$ cat config.mk
export PLATFORM = sky130hd
export DESIGN_NAME = spf_regs
export DESIGN_NICKNAME = d
export VERILOG_FILES = /design/src/rtl/spf_pkg.sv /design/src/rtl/spf_regs.sv /design/src/rtl/spf_word.sv /design/src/rtl/spf_speed_unpack.sv
export SDC_FILE = /design/constraint.sdc
export NUM_CORES = 1
export LEC_CHECK = 0
export BUFFER_PORTS_ARGS = -buffer_cell sky130_fd_sc_hd__buf_2
export CAP_MARGIN = 15
export CORE_ASPECT_RATIO = 0.7
export CORE_MARGIN = 5
export CORE_UTILIZATION = 55
export CTS_BUF_LIST = sky130_fd_sc_hd__clkbuf_8
export CTS_CLUSTER_SIZE = 12
export DETAILED_ROUTE_END_ITERATION = 8
export PLACE_DENSITY = 0.84
export RECOVER_POWER = 50
export SLEW_MARGIN = 20
export SYNTH_ARGS = -nofsm -noshare
export SYNTH_HDL_FRONTEND = slang
export SYNTH_HIERARCHICAL = 1
export SYNTH_SLANG_ARGS = --single-unit
export TNS_END_PERCENT = 30
$ cat constraint.sdc
create_clock -name clk -period 4.5 [get_ports clk]
set_input_delay 0.675 -clock clk [delete_from_list [all_inputs] [get_ports clk]]
set_output_delay 0.675 -clock clk [all_outputs]
set_load 0.1 [all_outputs]
$ cat src/rtl/spf_pkg.sv
// Shared constants for the speed-curve and fault-settings register bank
package spf_pkg;
    // Bus geometry
    localparam int ADDR_W = 12;
    localparam int DATA_W = 32;
    localparam int IDX_W = 10;
    localparam int STRB_W = 4;

    // Register indices; byte address is four times the index
    localparam logic [IDX_W-1:0] IDX_FAULT_SETTINGS_WORD1 = 10'h090;
    localparam logic [IDX_W-1:0] IDX_FAULT_SETTINGS_WORD2 = 10'h092;
    localparam logic [IDX_W-1:0] IDX_SPEED_CURVE_WORD5 = 10'h09c;
    localparam logic [IDX_W-1:0] IDX_SPEED_CURVE_WORD6 = 10'h09e;

    // Reset values
    localparam logic [DATA_W-1:0] FAULT_SETTINGS_WORD1_RST = 32'h00000000;
    localparam logic [DATA_W-1:0] FAULT_SETTINGS_WORD2_RST = 32'h00000000;
    localparam logic [DATA_W-1:0] SPEED_CURVE_WORD5_RST = 32'h00000000;
    localparam logic [DATA_W-1:0] SPEED_CURVE_WORD6_RST = 32'h00000000;

    // Field positions, common parity bit
    localparam int PARITY_POS = 31;
    // Word 5 fields
    localparam int SPEED_B_LSB_POS = 30;
    localparam int SPEED_C_MSB = 29;
    localparam int SPEED_C_LSB = 22;
    localparam int SPEED_D_MSB = 21;
    localparam int SPEED_D_LSB = 14;
    localparam int SPEED_E_MSB = 13;
    localparam int SPEED_E_LSB = 6;
    localparam int WORD5_RSV_MSB = 5;
    localparam int WORD5_RSV_LSB = 0;
    // Word 6 fields
    localparam int STOP_TWO_MSB = 30;
    localparam int STOP_TWO_LSB = 23;
    localparam int CLAMP_TWO_MSB = 22;
    localparam int CLAMP_TWO_LSB = 15;
    localparam int WORD6_RSV_MSB = 14;
    localparam int WORD6_RSV_LSB = 0;
    // Upper part of speed point B, held in the earlier word 4
    localparam int SPEED_B_HI_W = 7;
    localparam int SPEED_B_W = 8;
    localparam int SPEED_CODE_W = 8;
    // Full-scale divisor of every speed code
    localparam int SPEED_FULL_SCALE_CODE = 255;

    // AXI response codes
    localparam logic [1:0] RESP_OKAY = 2'b00;
    localparam logic [1:0] RESP_SLVERR = 2'b10;
endpackage

$ cat src/rtl/spf_regs.sv
// AXI4-Lite register bank for speed-curve words 5/6 and fault-settings words
//
// Contract
// RQ1: Bit 30 of word 5 is the low bit of eight-bit speed point B.
// RQ2: Bits 6..0 of word 4 form point B's upper seven bits.
// RQ3: Word 5 bits 29..22 hold speed point C, code over 255.
// RQ4: Word 5 bits 21..14 hold speed point D, code over 255.
// RQ5: Word 5 bits 13..6 hold point E; bits 5..0 reserved, reset zero.
// RQ6: Word 6 bits 30..23 hold the second stop threshold.
// RQ7: Word 6 bits 22..15 hold second clamp threshold; bits 14..0 reserved.
// RQ8: Software leaves unlisted fault-settings offsets untouched.
// RQ9: Fault-settings word 1 at index 90h resets to zero.
// RQ10: Fault-settings word 2 at index 92h resets to zero.
// RQ11: Each word reads back exactly the last value written.
//
// Our own choice: register access over AXI4-Lite.
`timescale 1ns/1ps
module spf_regs (
    input wire logic clk,
    input wire logic rst_n,
    // AXI4-Lite write address
    input wire logic [spf_pkg::ADDR_W-1:0] s_axi_awaddr,
    input wire logic s_axi_awvalid,
    output logic s_axi_awready,
    // AXI4-Lite write data
    input wire logic [spf_pkg::DATA_W-1:0] s_axi_wdata,
    input wire logic [spf_pkg::STRB_W-1:0] s_axi_wstrb,
    input wire logic s_axi_wvalid,
    output logic s_axi_wready,
    // AXI4-Lite write response
    output logic [1:0] s_axi_bresp,
    output logic s_axi_bvalid,
    input wire logic s_axi_bready,
    // AXI4-Lite read address
    input wire logic [spf_pkg::ADDR_W-1:0] s_axi_araddr,
    input wire logic s_axi_arvalid,
    output logic s_axi_arready,
    // AXI4-Lite read data
    output logic [spf_pkg::DATA_W-1:0] s_axi_rdata,
    output logic [1:0] s_axi_rresp,
    output logic s_axi_rvalid,
    input wire logic s_axi_rready,
    // Upper bits of speed point B from the word 4 register
    input wire logic [spf_pkg::SPEED_B_HI_W-1:0] speed_b_hi,
    // Stored fault-settings words
    output logic [spf_pkg::DATA_W-1:0] fault_settings_word1,
    output logic [spf_pkg::DATA_W-1:0] fault_settings_word2,
    // Unpacked speed-curve fields
    output logic [spf_pkg::SPEED_B_W-1:0] speed_b_code,
    output logic [spf_pkg::SPEED_CODE_W-1:0] speed_c_code,
    output logic [spf_pkg::SPEED_CODE_W-1:0] speed_d_code,
    output logic [spf_pkg::SPEED_CODE_W-1:0] speed_e_code,
    output logic [spf_pkg::SPEED_CODE_W-1:0] stop_threshold_two,
    output logic [spf_pkg::SPEED_CODE_W-1:0] clamp_threshold_two
);
    // Write channel states
    typedef enum logic [2:0] {
        SPF_WR_COLLECT = 3'b001,
        SPF_WR_COMMIT = 3'b010,
        SPF_WR_RESP = 3'b100
    } spf_wr_state_t;

    // Read channel states
    typedef enum logic [1:0] {
        SPF_RD_IDLE = 2'b01,
        SPF_RD_RESP = 2'b10
    } spf_rd_state_t;

    spf_wr_state_t wr_state_reg;
    spf_wr_state_t wr_state_next;
    spf_rd_state_t rd_state_reg;

    logic aw_got_reg;
    logic w_got_reg;
    logic [spf_pkg::IDX_W-1:0] aw_idx_reg;
    logic [spf_pkg::DATA_W-1:0] wdata_reg;
    logic [spf_pkg::STRB_W-1:0] wstrb_reg;
    logic aw_hs;
    logic w_hs;
    logic ar_hs;
    logic commit;

    logic [spf_pkg::DATA_W-1:0] word5;
    logic [spf_pkg::DATA_W-1:0] word6;
    logic we_fault1;
    logic we_fault2;
    logic we_word5;
    logic we_word6;
    logic wr_hit;

    logic [spf_pkg::IDX_W-1:0] ar_idx;
    logic [spf_pkg::DATA_W-1:0] rd_value;
    logic rd_hit;

    // Channel handshakes
    assign aw_hs = s_axi_awvalid && s_axi_awready;
    assign w_hs = s_axi_wvalid && s_axi_wready;
    assign ar_hs = s_axi_arvalid && s_axi_arready;
    assign commit = (wr_state_reg == SPF_WR_COMMIT);

    // Write state sequencing
    always_comb begin
        wr_state_next = wr_state_reg;
        unique case (wr_state_reg)
            SPF_WR_COLLECT: begin
                if ((aw_got_reg || aw_hs) && (w_got_reg || w_hs)) begin
                    wr_state_next = SPF_WR_COMMIT;
                end
            end
            SPF_WR_COMMIT: begin
                wr_state_next = SPF_WR_RESP;
            end
            SPF_WR_RESP: begin
                if (s_axi_bready) begin
                    wr_state_next = SPF_WR_COLLECT;
                end
            end
            default: begin
                wr_state_next = SPF_WR_COLLECT;
            end
        endcase
    end

    // Write state register
    always_ff @(posedge clk or negedge rst_n) begin
        if (!rst_n) begin
            wr_state_reg <= SPF_WR_COLLECT;
        end else begin
            wr_state_reg <= wr_state_next;
        end
    end

    // Address capture; address and data may come in either order
    always_ff @(posedge clk or negedge rst_n) begin
        if (!rst_n) begin
            aw_got_reg <= 1'b0;
            aw_idx_reg <= 10'h000;
        end else if (aw_hs) begin
            aw_got_reg <= 1'b1;
            aw_idx_reg <= s_axi_awaddr[spf_pkg::ADDR_W-1:2];
        end else if (commit) begin
            aw_got_reg <= 1'b0;
        end
    end

    // Data capture
    always_ff @(posedge clk or negedge rst_n) begin
        if (!rst_n) begin
            w_got_reg <= 1'b0;
            wdata_reg <= 32'h00000000;
            wstrb_reg <= 4'h0;
        end else if (w_hs) begin
            w_got_reg <= 1'b1;
            wdata_reg <= s_axi_wdata;
            wstrb_reg <= s_axi_wstrb;
        end else if (commit) begin
            w_got_reg <= 1'b0;
        end
    end

    // Ready flags: open only while collecting and not yet taken
    always_ff @(posedge clk or negedge rst_n) begin
        if (!rst_n) begin
            s_axi_awready <= 1'b0;
            s_axi_wready <= 1'b0;
        end else begin
            s_axi_awready <= (wr_state_next == SPF_WR_COLLECT) && !(aw_got_reg || aw_hs);
            s_axi_wready <= (wr_state_next == SPF_WR_COLLECT) && !(w_got_reg || w_hs);
        end
    end

    // Write decode of the captured index
    always_comb begin
        we_fault1 = 1'b0;
        we_fault2 = 1'b0;
        we_word5 = 1'b0;
        we_word6 = 1'b0;
        wr_hit = 1'b1;
        unique case (aw_idx_reg)
            spf_pkg::IDX_FAULT_SETTINGS_WORD1: we_fault1 = commit;
            spf_pkg::IDX_FAULT_SETTINGS_WORD2: we_fault2 = commit;
            spf_pkg::IDX_SPEED_CURVE_WORD5: we_word5 = commit;
            spf_pkg::IDX_SPEED_CURVE_WORD6: we_word6 = commit;
            // RQ8: unlisted offsets ignored
            default: wr_hit = 1'b0;
        endcase
    end

    // Write response
    always_ff @(posedge clk or negedge rst_n) begin
        if (!rst_n) begin
            s_axi_bvalid <= 1'b0;
            s_axi_bresp <= spf_pkg::RESP_OKAY;
        end else if (commit) begin
            s_axi_bvalid <= 1'b1;
            s_axi_bresp <= wr_hit ? spf_pkg::RESP_OKAY : spf_pkg::RESP_SLVERR;
        end else if (s_axi_bvalid && s_axi_bready) begin
            s_axi_bvalid <= 1'b0;
        end
    end

    // RQ9: fault word 1 zero reset
    spf_word #(
        .RESET_VALUE(spf_pkg::FAULT_SETTINGS_WORD1_RST)
    ) u_fault1 (
        .clk(clk),
        .rst_n(rst_n),
        .wr_en(we_fault1),
        .wr_strb(wstrb_reg),
        .wr_data(wdata_reg),
        .q(fault_settings_word1)
    );

    // RQ10: fault word 2 zero reset
    spf_word #(
        .RESET_VALUE(spf_pkg::FAULT_SETTINGS_WORD2_RST)
    ) u_fault2 (
        .clk(clk),
        .rst_n(rst_n),
        .wr_en(we_fault2),
        .wr_strb(wstrb_reg),
        .wr_data(wdata_reg),
        .q(fault_settings_word2)
    );

    // RQ5: word 5 storage, reserved bits reset zero
    spf_word #(
        .RESET_VALUE(spf_pkg::SPEED_CURVE_WORD5_RST)
    ) u_word5 (
        .clk(clk),
        .rst_n(rst_n),
        .wr_en(we_word5),
        .wr_strb(wstrb_reg),
        .wr_data(wdata_reg),
        .q(word5)
    );

    // RQ7: word 6 storage with reserved bits kept
    spf_word #(
        .RESET_VALUE(spf_pkg::SPEED_CURVE_WORD6_RST)
    ) u_word6 (
        .clk(clk),
        .rst_n(rst_n),
        .wr_en(we_word6),
        .wr_strb(wstrb_reg),
        .wr_data(wdata_reg),
        .q(word6)
    );

    // Field outputs derived from the stored words
    spf_speed_unpack u_unpack (
        .clk(clk),
        .rst_n(rst_n),
        .speed_b_hi(speed_b_hi),
        .word5(word5),
        .word6(word6),
        .speed_b_code(speed_b_code),
        .speed_c_code(speed_c_code),
        .speed_d_code(speed_d_code),
        .speed_e_code(speed_e_code),
        .stop_threshold_two(stop_threshold_two),
        .clamp_threshold_two(clamp_threshold_two)
    );

    // Read decode of the incoming index
    assign ar_idx = s_axi_araddr[spf_pkg::ADDR_W-1:2];

    // RQ11: full-word read back
    always_comb begin
        rd_value = 32'h00000000;
        rd_hit = 1'b1;
        unique case (ar_idx)
            spf_pkg::IDX_FAULT_SETTINGS_WORD1: rd_value = fault_settings_word1;
            spf_pkg::IDX_FAULT_SETTINGS_WORD2: rd_value = fault_settings_word2;
            spf_pkg::IDX_SPEED_CURVE_WORD5: rd_value = word5;
            spf_pkg::IDX_SPEED_CURVE_WORD6: rd_value = word6;
            default: rd_hit = 1'b0;
        endcase
    end

    // Read channel: take address, answer next cycle, hold until rready
    always_ff @(posedge clk or negedge rst_n) begin
        if (!rst_n) begin
            rd_state_reg <= SPF_RD_IDLE;
            s_axi_arready <= 1'b0;
            s_axi_rvalid <= 1'b0;
            s_axi_rdata <= 32'h00000000;
            s_axi_rresp <= spf_pkg::RESP_OKAY;
        end else begin
            unique case (rd_state_reg)
                SPF_RD_IDLE: begin
                    if (ar_hs) begin
                        rd_state_reg <= SPF_RD_RESP;
                        s_axi_arready <= 1'b0;
                        s_axi_rvalid <= 1'b1;
                        s_axi_rdata <= rd_value;
                        s_axi_rresp <= rd_hit ? spf_pkg::RESP_OKAY : spf_pkg::RESP_SLVERR;
                    end else begin
                        s_axi_arready <= 1'b1;
                    end
                end
                SPF_RD_RESP: begin
                    if (s_axi_rready) begin
                        rd_state_reg <= SPF_RD_IDLE;
                        s_axi_rvalid <= 1'b0;
                        s_axi_arready <= 1'b1;
                    end
                end
                default: begin
                    rd_state_reg <= SPF_RD_IDLE;
                end
            endcase
        end
    end
endmodule

$ cat src/rtl/spf_word.sv
// One 32-bit read/write register word with byte-lane strobes
`timescale 1ns/1ps
module spf_word #(
    parameter logic [31:0] RESET_VALUE = 32'h00000000
) (
    input wire logic clk,
    input wire logic rst_n,
    input wire logic wr_en,
    input wire logic [spf_pkg::STRB_W-1:0] wr_strb,
    input wire logic [spf_pkg::DATA_W-1:0] wr_data,
    output logic [spf_pkg::DATA_W-1:0] q
);
    genvar b;
    generate
        for (b = 0; b < spf_pkg::STRB_W; b = b + 1) begin : g_lane
            logic [7:0] lane_reg;

            // Each enabled lane stores its byte, reserved bits included
            always_ff @(posedge clk or negedge rst_n) begin
                if (!rst_n) begin
                    lane_reg <= RESET_VALUE[b*8 +: 8];
                end else if (wr_en && wr_strb[b]) begin
                    lane_reg <= wr_data[b*8 +: 8];
                end
            end

            // Lane byte onto the word; one driver per lane slice
            assign q[b*8 +: 8] = lane_reg;
        end
    endgenerate
endmodule

$ cat src/rtl/spf_speed_unpack.sv
// Registered unpacking of speed-curve fields from words 4, 5 and 6
`timescale 1ns/1ps
module spf_speed_unpack (
    input wire logic clk,
    input wire logic rst_n,
    input wire logic [spf_pkg::SPEED_B_HI_W-1:0] speed_b_hi,
    input wire logic [spf_pkg::DATA_W-1:0] word5,
    input wire logic [spf_pkg::DATA_W-1:0] word6,
    output logic [spf_pkg::SPEED_B_W-1:0] speed_b_code,
    output logic [spf_pkg::SPEED_CODE_W-1:0] speed_c_code,
    output logic [spf_pkg::SPEED_CODE_W-1:0] speed_d_code,
    output logic [spf_pkg::SPEED_CODE_W-1:0] speed_e_code,
    output logic [spf_pkg::SPEED_CODE_W-1:0] stop_threshold_two,
    output logic [spf_pkg::SPEED_CODE_W-1:0] clamp_threshold_two
);
    // Speed point B joins seven high bits with one low bit
    always_ff @(posedge clk or negedge rst_n) begin
        if (!rst_n) begin
            speed_b_code <= 8'h00;
        end else begin
            // RQ1 RQ2: point B assembly
            speed_b_code <= {speed_b_hi, word5[spf_pkg::SPEED_B_LSB_POS]};
        end
    end

    // Points C, D and E of word 5
    always_ff @(posedge clk or negedge rst_n) begin
        if (!rst_n) begin
            speed_c_code <= 8'h00;
            speed_d_code <= 8'h00;
            speed_e_code <= 8'h00;
        end else begin
            // RQ3: point C field
            speed_c_code <= word5[spf_pkg::SPEED_C_MSB:spf_pkg::SPEED_C_LSB];
            // RQ4: point D field
            speed_d_code <= word5[spf_pkg::SPEED_D_MSB:spf_pkg::SPEED_D_LSB];
            // RQ5: point E field
            speed_e_code <= word5[spf_pkg::SPEED_E_MSB:spf_pkg::SPEED_E_LSB];
        end
    end

    // Second stop and clamp thresholds of word 6
    always_ff @(posedge clk or negedge rst_n) begin
        if (!rst_n) begin
            stop_threshold_two <= 8'h00;
            clamp_threshold_two <= 8'h00;
        end else begin
            // RQ6: stop threshold field
            stop_threshold_two <= word6[spf_pkg::STOP_TWO_MSB:spf_pkg::STOP_TWO_LSB];
            // RQ7: clamp threshold field
            clamp_threshold_two <= word6[spf_pkg::CLAMP_TWO_MSB:spf_pkg::CLAMP_TWO_LSB];
        end
    end
endmodule

== Yosys cells after proc, flatten, opt, wreduce, memory -nomap -nowiden ==
Cells that the tools add are included.

* Flip-flop bits (word level): 270
* Input port bits: 74
* Output and inout port bits: 153
* Word-level logic and storage cells: 116

* Equal/unequal tests: 16
* Mux-type cells: 26
* Reduce and logical (&&, ||, !) cells: 37

{| class="wikitable"
|+ Operator list
! operator !! number
|-
| one-hot mux 32 bit (4 select lines) || 1
|-
| == test 10 x 8 -> 1 bit, second input constant || 8
|-
| logical AND 1 bit || 23
|-
| 2-to-1 mux 1 bit || 15
|-
| one-hot mux 3 bit (3 select lines) || 1
|-
| 2-to-1 mux 2 bit || 4
|-
| nonzero test 2 bit || 4
|-
| OR reduction 4 bit || 2
|-
| == test 3 x 1 -> 1 bit, second input constant || 2
|-
| 2-to-1 mux 3 bit || 2
|-
| AND reduction 2 bit || 3
|-
| != test 2 bit, second input constant || 2
|-
| one-hot mux 1 bit (2 select lines) || 2
|-
| one-hot mux 2 bit (2 select lines) || 1
|-
| == test 3 x 2 -> 1 bit, second input constant || 1
|-
| == test 3 bit, second input constant || 1
|-
| AND reduction 3 bit || 1
|-
| == test 2 x 1 -> 1 bit, second input constant || 1
|-
| == test 2 bit, second input constant || 1
|-
| logical NOT 1 bit || 2
|-
| logical OR 1 bit || 2
|}

== Depth between registers and ports, before layout ==
Gate-level depths: netlist of the first run.

* Depth in word-level cells: 7
* Depth in mapped cells: 5
* Mapped depth without buffers: 5

== Cells and area by module ==
The synthesis of the first run kept the hierarchy.

{| class="wikitable"
|+ By module, submodules not included
! module !! instances !! cells an instance !! area an instance (um^2) !! seq. area each (um^2)
|-
| spf_word || 4 || 68 || 1186.1 || 800.8
|-
| spf_regs || 1 || 350 || 4446.8 || 2304.7
|-
| spf_speed_unpack || 1 || 48 || 1201.2 || 1201.2
|}

== Worst setup path after synthesis of the first run ==
OpenSTA, ideal clock, no wires.

* Path type: reg-to-reg
* Start point: reg wr_state_reg[2]
* End point: reg u_word5.g_lane[0].lane_reg[0]
* Setup time: 125 ps
* Arrival: 2066 ps
* Data required time: 4375 ps
* Setup slack: 2309 ps
* Stages on the path, launching flop included: 5
* Buffers on the path: 0
* Period minus slack after synthesis: 2191 ps
* Cells stage by stage: dfrtp_1 or3b_1 nor4_1 nand2_2 mux2_2

* Cells in the longest elaborated chain, start to end: 3

{| class="wikitable"
|+ RTL lines
! what !! RTL line !! RTL
|-
| start, declared || spf_regs.sv:69 || <nowiki>spf_wr_state_t wr_state_reg;</nowiki>
|-
| start signal, assigned || spf_regs.sv:129 || <nowiki>wr_state_reg <= wr_state_next;</nowiki>
|-
| == test 3 x 2 -> 1 bit || spf_regs.sv:99 || <nowiki>assign commit = (wr_state_reg == SPF_WR_COMMIT);</nowiki>
|-
| 2-to-1 mux 1 bit || spf_regs.sv:179 || <nowiki>unique case (aw_idx_reg)</nowiki>
|-
| named net we_word5 || spf_regs.sv:87 || <nowiki>logic we_word5;</nowiki>
|-
| logical AND 1 bit || spf_word.sv:22 || <nowiki>end else if (wr_en && wr_strb[b]) begin</nowiki>
|-
| end signal, assigned || spf_word.sv:21 || <nowiki>lane_reg <= RESET_VALUE[b*8 +: 8];</nowiki>
|-
| end signal, assigned || spf_word.sv:23 || <nowiki>lane_reg <= wr_data[b*8 +: 8];</nowiki>
|-
| end, declared || spf_word.sv:16 || <nowiki>logic [7:0] lane_reg;</nowiki>
|}

The timed path passes the listed nets, and every way through them passes these cells.
A chain may end at the register's enable or synchronous reset.

==> metrics.csv, run 1 <==
metric;value;unit
ant_nets;0;
syn_avg_cell_area;15.51;µm²
worstSetupPathType;in2async;
die_w;174.3;µm
gp_congestion;0.7902;
cts_buffers;40;
totalWireLength;24330;µm
drc_errors;0;
final_util;0.6677;
failed_checks;max-capacitance violations, max-slew violations;
worst_path_dominant_cell_family;buffers and inverters;
grt_max_degree;126;
clock_latency;0.52;ns
cts.path.max_buffers;3;
finClkSkew;0.02055;ns
power.density;474.2;nW/µm²
cts.htree.levels;2;
slew_viol_final;163;
synth_area_leaders;dfrtp_1 (64%), mux2_2 (15%), mux2i_1 (6.2%), mux2_1 (4.0%), a22o_1 (2.7%);
ys_types;38;
netlist.area_leader.share;0.6405;
met3_usage;0.06578;
layout-area-overhead-vs-synth;20.54;%
n_fill_cell;1343;
r2r_cells;5;
ys_ff_latch;268;
core;18760;µm²
num_io_pins;227;
grt.met1_usage;0.3207;
ir_worst_vdd;0.6645;mV
post-route-min-period;2.961;ns
met2_usage;0.3362;
dp_hpwl;15890;µm
p_leak;6.778;nW
start_util;0.5540;
drive_gt1_frac;0.4708;
drt-pass1-iter-count;5;
synth_area;10390;µm²
postSynthCellCount;670;
critPathLaunchType;primary input;
slew_headroom;-1.036;
hold_path_class;in2reg;
path_cells;clkbuf_2, buf_4;
yosysSeqAreaShare;0.6456;
grt_antenna_before_repair;3;
viasPerCell;5.655;
synth_top_area_cell;dfrtp_1;
slowest_stage;clkbuf_2;
timing.rr.start;aw_idx_reg[6];
core.rowCount;42;
post_cts_resized;0;
grt_setup_unrepaired;false;
cp_num_cells;2;
fin_area;12530;µm²
wire_per_inst;20.51;µm
placed_cell_area;11720;µm²
numPortBuffers;220;
cp_num_buf_inv;2;
cp.arrival;3.57;ns
grt_pass1_vias;6972;
pre_cts_slack;1.862;ns
max_stage_delay;2.08;ns
worst_hold_path.num_cells;1;
hold_viol;0;
setup-violations-final;0;
route.vias.total;6707;
worstHoldStart;speed_b_hi[5];
fin_nets;987;
die_y;125.0;µm
grt_pass1_wl;38530;µm
maxCapViolations;2;
cp.required;5.11;ns
setup_tns;0;ns
cts_tree;built;
cts_root_buffer;clkbuf_8;
cp-startpoint;rst_n;
synth_warnings;6;
path_clk_slew;0.06;ns
cts.sink_count;268;
setup_slack;1.539;ns
status;complete, but fails checks;
period_share;0.6580;
postCtsSetupBuffers;0;
worst_pin_slew;3.053;ns
dieArea;21790;µm²
grt_usage;0.2227;
critPathCaptureType;asynchronous set/reset pin;
holdBufCountCts;0;
top_usage_layer;met2;
cp_max_fo;125;
fmax;337.7;MHz
gr-total-overflow;0;
drtIter0Drc;305;
-- power breakdown --
part / internal, W / switching [W]
clock network: 0.00110 / 0.000888
logic: 0.000312 / 0.000636
registers: 0.00270 / 0.000309
total: 0.00411 / 0.00183
-- worst register-to-register path, stage by stage (launching register included) --
cell and delay [ns]:
dfrtp_1 0.37, nor4b_1 0.39, nand3_1 0.22, nor4_2 0.80, nand2_2 0.36, mux2_2 0.37
-- placed cells by master, fill, tap and decap left out, drive strengths merged, types with 3 or more instances in the layout --
cell    count
a21oi       6
a22o       32
and4        3
buf       226
clkbuf     53
clkinv      8
dfrtp     266
inv        15
mux2      174
mux2i      64
nand2      26
nor2        7
nor4        3
o21ai       3
o22ai      32
-- final timing paths --
kind	endpoint	slack, ns
min in group asynchronous	u_unpack/clamp_threshold_two[0]	1.14
setup reg to reg	u_word6/g_lane[0].lane_reg[4]	1.87
hold / removal	u_unpack/speed_b_code[6]	0.26
max in group clk	u_word6/g_lane[0].lane_reg[4]	1.87
hold reg to reg	u_unpack/stop_threshold_two[1]	0.39
setup / recovery	wr_state_reg[0]	1.54
-- synthesized netlist by cell type, drive strengths merged --
cell type	n
a31oi	1
nand3b	1
or3b	2
o21ai	3
buf	19
clkbuf	8
a22oi	1
mux2	174
conb	1
a21oi	6
dfrtp	266
and3	1
inv	4
and4	3
mux2i	64
dfstp	2
nor2b	2
a22o	32
nand2b	2
o22ai	32
nor4b	2
nand3	1
or2	1
xnor2	1
nor4	3
nand4	1
and4b	1
o21a	1
nor3b	1
nand2	26
nor2	7
or2b	1
-- per-layer routing --
layer | routed length, µm | share of wire
met1 | 11030 | 0.45
met2 | 10890 | 0.45
met3 | 1948 | 0.080
met4 | 429 | 0.018
met5 | 32 | 0.0013
-- stage by stage --
step                      power, W  instances  hold slack, ns
final                     0.005941       1186          0.2574
after global routing      0.006234       1185          0.2263
after CTS                 0.006000       1185          0.2324
after detailed placement  0.004001       1113          0.3844
after global placement    0.003952       1113          0.3792
after floorplan           0.003671        671          0.3681
-- cells by family after synthesis --
kind of cell              count (synthesis)  share of synthesized area
AOI/OAI and AO/OA                        76                    0.05261
xor gates and xnor gates                  1                  0.0008429
buffers and inverters                    31                    0.01914
DFF                                     268                     0.6456
muxes                                   238                     0.2502
other                                     1                  0.0003608
and+or+nand+nor                          55                    0.03131
-- final cells by class --
| type | instances | area, µm² | area share |
|---|---|---|---|
| Clock inverter | 20 | 111.4 | 0.008889 |
| Multi-Input combinational cell | 372 | 3502 | 0.2796 |
| Inverter | 4 | 15.01 | 0.001199 |
| Clock buffer | 52 | 715.7 | 0.05713 |
| Antenna cell | 1 | 2.502 | 0.0001998 |
| Sequential cell | 268 | 6709 | 0.5356 |
| Tap cell | 242 | 302.8 | 0.02417 |
| Timing Repair Buffer | 227 | 1169 | 0.09329 |
Note: power is estimated with default switching activity, not from simulation.
==> run 2, diff against run 1 <==
--- a/config.mk
+++ b/config.mk
@@ -5,6 +5,7 @@
 export SDC_FILE = /design/constraint.sdc
 export NUM_CORES = 1
 export LEC_CHECK = 0
+export ABC_AREA = 1
 export BUFFER_PORTS_ARGS = -buffer_cell sky130_fd_sc_hd__buf_2
 export CAP_MARGIN = 15
 export CORE_ASPECT_RATIO = 0.7
@@ -13,7 +14,7 @@
 export CTS_BUF_LIST = sky130_fd_sc_hd__clkbuf_8
 export CTS_CLUSTER_SIZE = 12
 export DETAILED_ROUTE_END_ITERATION = 8
-export PLACE_DENSITY = 0.84
+export PLACE_DENSITY = 0.82
 export RECOVER_POWER = 50
 export SLEW_MARGIN = 20
 export SYNTH_ARGS = -nofsm -noshare
==> constraint.sdc (replaced) <==
create_clock -name clk -period 2.8 [get_ports clk]
set_input_delay 0.42 -clock clk [delete_from_list [all_inputs] [get_ports clk]]
set_output_delay 0.42 -clock clk [all_outputs]
set_load 0.1 [all_outputs]
==> run 2 against run 1 <==
  * The run now ends clean
  * Critical path depth increased by 6
  * Power increased by 70%
  * Wire length rose by 28%
==> metrics.csv, run 2 <==
metric;value;unit
diodes;0;
grt_pass1_wl;50180;µm
netlist.area_leader.share;0.5513;
wire_per_inst;16.73;µm
hold_path_class;in2reg;
core.rowCount;45;
grt_setup_unrepaired;false;
synth_warnings;6;
slew_viol_final;0;
power.density;716.7;nW/µm²
drt-pass1-iter-count;7;
p_leak;7.501;nW
setup_tns;0;ns
die_w;187.1;µm
layout-area-overhead-vs-synth;17.02;%
cts_tree;built;
ant_nets;0;
worstSetupPathType;reg2reg;
period_share;0.7915;
num_io_pins;227;
setup-violations-final;0;
dieArea;25060;µm²
synth.most_common_cell;nand2_1;
grt_pass1_vias;9572;
core;21620;µm²
slew_headroom;0.06991;
grt.met1_usage;0.3382;
cts.sink_count;268;
layout_common_cells;nand2_1 (407), dfrtp_1 (265), buf_2 (219);
path_clk_slew;0.07;ns
cts_root_buffer;clkbuf_8;
cts.htree.levels;2;
met3_usage;0.05827;
hold_viol;0;
fin_nets;1624;
ys_types;23;
grt_antenna_before_repair;0;
postSynthCellCount;1323;
ir_worst_vdd;0.6401;mV
drtIter0Drc;957;
worstHoldStart;s_axi_wdata[30];
grt_usage;0.2475;
drive_gt1_frac;0.2785;
dp_hpwl;20930;µm
gr-total-overflow;0;
netlist_top_cells_count;nand2_1 (409), dfrtp_1 (266), inv_1 (146), nand3_1 (132), nor2_1 (82);
synth_area_leaders;dfrtp_1 (55%), nand2_1 (13%), nand3_1 (5.5%), nor3_2 (5.0%), inv_1 (4.5%);
met2_usage;0.4086;
cp.arrival;2.61;ns
cts_buffers;41;
synth_top_area_cell;dfrtp_1;
async_flop_share;1.000;
syn_avg_cell_area;9.126;µm²
fin_total_pwr;0.01013;W
die_y;134.0;µm
cts.path.max_buffers;3;
status;complete, no violations;
numPortBuffers;220;
n_fill_cell;1748;
cp-startpoint;aw_idx_reg[6];
maxCapViolations;0;
synth-main-ff-cell;dfrtp_1;
totalWireLength;31160;µm
drc_errors;0;
critPathLaunchType;flop;
yosysSeqAreaShare;0.5556;
top_usage_layer;met2;
synth_area;12070;µm²
clock_latency;0.53;ns
fmax;451.2;MHz
viasPerCell;5.264;
route.vias.total;9802;
final_common_cell;nand2_1;
worst_pin_slew;1.395;ns
timing.rr.start;aw_idx_reg[6];
synth_edf_count;0;
start_util;0.5584;
post-route-min-period;2.216;ns
ys_ff_latch;268;
finClkSkew;0.02310;ns
critPathCaptureType;flop;
cp_max_fo;15;
gp_congestion;0.8743;
grt_max_degree;98;
cp.required;3.20;ns
## run 2: worst max-delay path, stage by stage, from the launching register on
cell and delay (ns):
dfrtp_1 0.38, nor2_1 0.11, nand2_1 0.07, nor3_1 0.31
nand2_1 0.23, nor2_4 0.48, nand2_2 0.29, nand2_1 0.16
nand2_1 0.06
## run 2: path summary, 6_finish.rpt
| path | endpoint | cells past startpoint | slack, ns |
|---|---|---|---|
| hold / removal | wdata_reg[30] | 2 | 0.12 |
| setup reg to reg | u_fault1/g_lane[0].lane_reg[0] | 8 | 0.58 |
| max in group asynchronous | wr_state_reg[0] | 3 | 0.80 |
| hold reg to reg | u_unpack/speed_e_code[0] | 0 | 0.40 |
| setup / recovery | u_fault1/g_lane[0].lane_reg[0] | 8 | 0.58 |
| min in group asynchronous | u_unpack/clamp_threshold_two[0] | 2 | 0.80 |
## run 2: metrics by stage
| stage | cell area, µm² | std cells | hold WS (ns) | utilization | worst slack, ns |
|---|---|---|---|---|---|
| after floorplan | 12080 | 1324 | 0.1244 | - | 0.9599 |
| after global placement | 13230 | 1781 | 0.3837 | 0.6119 | 0.6729 |
| after detailed placement | 13230 | 1781 | 0.3887 | 0.6119 | 0.5831 |
| after CTS | 14150 | 1862 | 0.08898 | 0.6547 | 0.6126 |
| after global routing | 14130 | 1862 | 0.09487 | 0.6535 | 0.3821 |
| final | 14130 | 1862 | 0.1196 | 0.6535 | 0.5839 |
## run 2: metal layers
layer | vias to the layer above | part of all wire
met3 | 52 | 0.091
li1 | 4585 | -
met1 | 4734 | 0.42
met2 | 431 | 0.47
met4 | 0 | 0.014
met5 | - | 0
## run 2: layout make-up
cell class,count,area (µm²),area share
Multi-Input combinational cell,833,4225,0.2991
Sequential cell,268,6710,0.4749
Inverter,150,563.0,0.03985
Timing Repair Buffer,256,1431,0.1013
Clock buffer,48,660.6,0.04676
Tap cell,282,352.8,0.02497
Clock inverter,25,185.2,0.01311
## run 2: kinds of logic (layout without fill, tap and decap cells)
kind of cell	count (synthesis)	count (layout)	synth area share
simple gates	777	777	0.2989
mux	44	44	0.04104
buf+inv	223	479	0.09948
flops	268	268	0.5556
compound gates	10	10	0.004664
other cells	1	2	0.0003106
## run 2: what timing repair did
action | CTS | global route
resized for setup | 0 | 0
endpoints found under the hold margin | 96 | 0
buffers inserted | 0 | 0
setup endpoints to repair | 0 | 0
hold buffers | 8 | 0
## run 2: where the power goes
part / switching (W) / leakage, nW / total (W) / internal [W]
clock: 0.00148 / 0.494 / 0.00332 / 0.00184
sequential: 0.000610 / 3.59 / 0.00495 / 0.00434
combinational: 0.00128 / 3.41 / 0.00185 / 0.000574
total: 0.00337 / 7.50 / 0.0101 / 0.00676
==> run 3, diff against run 2 <==
--- a/config.mk
+++ b/config.mk
@@ -5,7 +5,7 @@
 export SDC_FILE = /design/constraint.sdc
 export NUM_CORES = 1
 export LEC_CHECK = 0
-export ABC_AREA = 1
+export ABC_AREA = 0
 export BUFFER_PORTS_ARGS = -buffer_cell sky130_fd_sc_hd__buf_2
 export CAP_MARGIN = 15
 export CORE_ASPECT_RATIO = 0.7
@@ -14,7 +14,7 @@
 export CTS_BUF_LIST = sky130_fd_sc_hd__clkbuf_8
 export CTS_CLUSTER_SIZE = 12
 export DETAILED_ROUTE_END_ITERATION = 8
-export PLACE_DENSITY = 0.82
+export PLACE_DENSITY = 0.84
 export RECOVER_POWER = 50
 export SLEW_MARGIN = 20
 export SYNTH_ARGS = -nofsm -noshare
==> constraint.sdc (replaced) <==
create_clock -name clk -period 2.1 [get_ports clk]
set_input_delay 0.315 -clock clk [delete_from_list [all_inputs] [get_ports clk]]
set_output_delay 0.315 -clock clk [all_outputs]
set_load 0.1 [all_outputs]
==> run 3 against run 2 <==
  * Sequential power rose by 31%
  * Wire length is 19% lower
  * Largest cell class unchanged
  * Non-clock buffer count rose by 18
  * Cell count down 34%
  * Worst setup slack lost 0.51 ns
==> metrics.csv, run 3 (synthesis gave the netlist of run 1 again) <==
metric;value;unit
worstSetupPathType;reg2reg;
hold_viol;0;
power_frac_comb;0.169;
p_leak;6.961;nW
cp_max_fo;8;
grt_pass1_wl;40120;µm
cts.htree.levels;2;
pre_cts_slack;-0.01317;ns
wirelength_met1;11090;µm
ir_worst_vdd;1.183;mV
cts.path.max_buffers;3;
slew_viol_final;0;
fin_total_pwr;0.01249;W
numPortBuffers;220;
route.vias.total;6897;
place_inst;1126;
grt_setup_unrepaired;true;
setup_tns;0;ns
cts.sink_count;268;
r2r_setup_slack;0.07;ns
setup-violations-final;0;
die_w;174.3;µm
p_switching;0.003922;W
diodes;0;
layout-area-overhead-vs-synth;24.32;%
seq_power_share;0.518;
grt_antenna_before_repair;1;
critPathCaptureType;flop;
maxCapViolations;0;
final_common_cell;dfrtp_1;
fin_area;12920;µm²
cp.arrival;2.42;ns
core;18760;µm²
drive_gt1_frac;0.4573;
dp_hpwl;16410;µm
clock_latency;0.52;ns
fin_nets;1034;
placed_cell_area;11880;µm²
wl_met2;11780;µm
layout_common_cells;dfrtp_1 (266), buf_2 (220), mux2_2 (137);
drtIter0Drc;382;
drc_errors;0;
power.density;966.9;nW/µm²
slew_headroom;0.1546;
top_layer;met5;
grt_pass1_vias;7342;
die_y;125.0;µm
ant_nets;0;
viasPerCell;5.626;
worst_pin_slew;1.268;ns
path_clk_slew;0.07;ns
wl_met3;2074;µm
dieArea;21790;µm²
p_int;0.008570;W
period_share;0.9654;
num_io_pins;227;
gp_congestion;0.7804;
grt_usage;0.2305;
wire_per_inst;20.69;µm
post-route-min-period;2.027;ns
gr-total-overflow;0;
grt_max_degree;54;
finClkSkew;0.01225;ns
cts_root_buffer;clkbuf_8;
cts_buffers;40;
critPathLaunchType;flop;
final-instance-count-excl-fill;1226;
switching_share;0.3139;
core.rowCount;42;
status;complete, no violations;
cts_tree;built;
drt-pass1-iter-count;5;
start_util;0.5540;
fmax;493.3;MHz
cp.required;2.49;ns
totalWireLength;25360;µm
pwr-share-clk;0.313;
setup_slack;0.07275;ns
hold_path_class;in2reg;
==> run 3: cell count changes in the layout (fill, tap and decap cells not counted), sizes merged, moves of 6 or more <==
cell	change
buf	-6
mux2i	+64
inv	-149
nand2	-399
nor3	-131
a22o	+32
mux2	+130
nand3	-131
o22ai	+32
nor2	-80
dlygate4sd3	+26
==> run 3: area by class of cell <==
cell class / instances / area (µm²)
Fill cell: 1316 / 5841
Tap cell: 242 / 302.8
Timing Repair Buffer: 274 / 1645
Multi-Input combinational cell: 372 / 3516
Sequential cell: 268 / 6709
Clock buffer: 48 / 660.6
Inverter: 4 / 15.01
Clock inverter: 18 / 71.32
==> run 3: power groups by stage <==
| stage | clock [W] | sequential [W] | combinational [W] |
|---|---|---|---|
| 6_report | 0.00391 | 0.00647 | 0.00212 |
| 3_5_place_dp | 0 | 0.00654 | 0.00207 |
| 3_3_place_gp | 0 | 0.00649 | 0.00201 |
| 2_1_floorplan | 0 | 0.00694 | 0.000930 |
| 5_1_grt | 0.00424 | 0.00657 | 0.00226 |
| 4_1_cts | 0.00402 | 0.00646 | 0.00214 |
==> run 3: worst paths after layout <==
kind,start,endpoint,cells after the start
setup / recovery,wr_state_reg[2],u_word6/g_lane[2].lane_reg[5],5
hold reg to reg,u_word6/g_lane[3].lane_reg[4],u_unpack/stop_threshold_two[5],0
setup reg to reg,wr_state_reg[2],u_word6/g_lane[2].lane_reg[5],5
max in group asynchronous,rst_n,u_fault2/g_lane[1].lane_reg[6],3
min in group asynchronous,rst_n,s_axi_rdata[9],2
hold / removal,s_axi_wdata[14],wdata_reg[14],2
==> run 3: worst max-delay path: stages, from the launching register on <==
cell and delay (ns):
dfrtp_1 0.42, or3b_4 0.45, nor4_2 0.29, buf_4 0.22, nand2_2 0.19, mux2_2 0.33
==> run 3: metal layers <==
layer,vias up,GRT usage
met2,267,0.3561
met4,2,0.06189
met5,-,0
li1,3028,-
met3,43,0.06970
met1,3557,0.3228
==> run 3: through the flow <==
stage | util | hold WS [ns]
after global placement | 0.6334 | 0.2563
after global routing | 0.6887 | 0.005834
after detailed placement | 0.6334 | 0.2591
final | 0.6887 | 0.02898
after floorplan | - | 0.01941
after CTS | 0.6905 | 0.0005788
==> run 3: what timing repair did <==
action | CTS | global route
setup buffers | 0 | 0
cloned | 0 | 0
endpoints found under the hold margin | 74 | 1
gates resized for setup | 2 | 1
hold buffers | 33 | 1
pin swaps | 1 | 0
endpoints found under the setup margin | 58 | 47
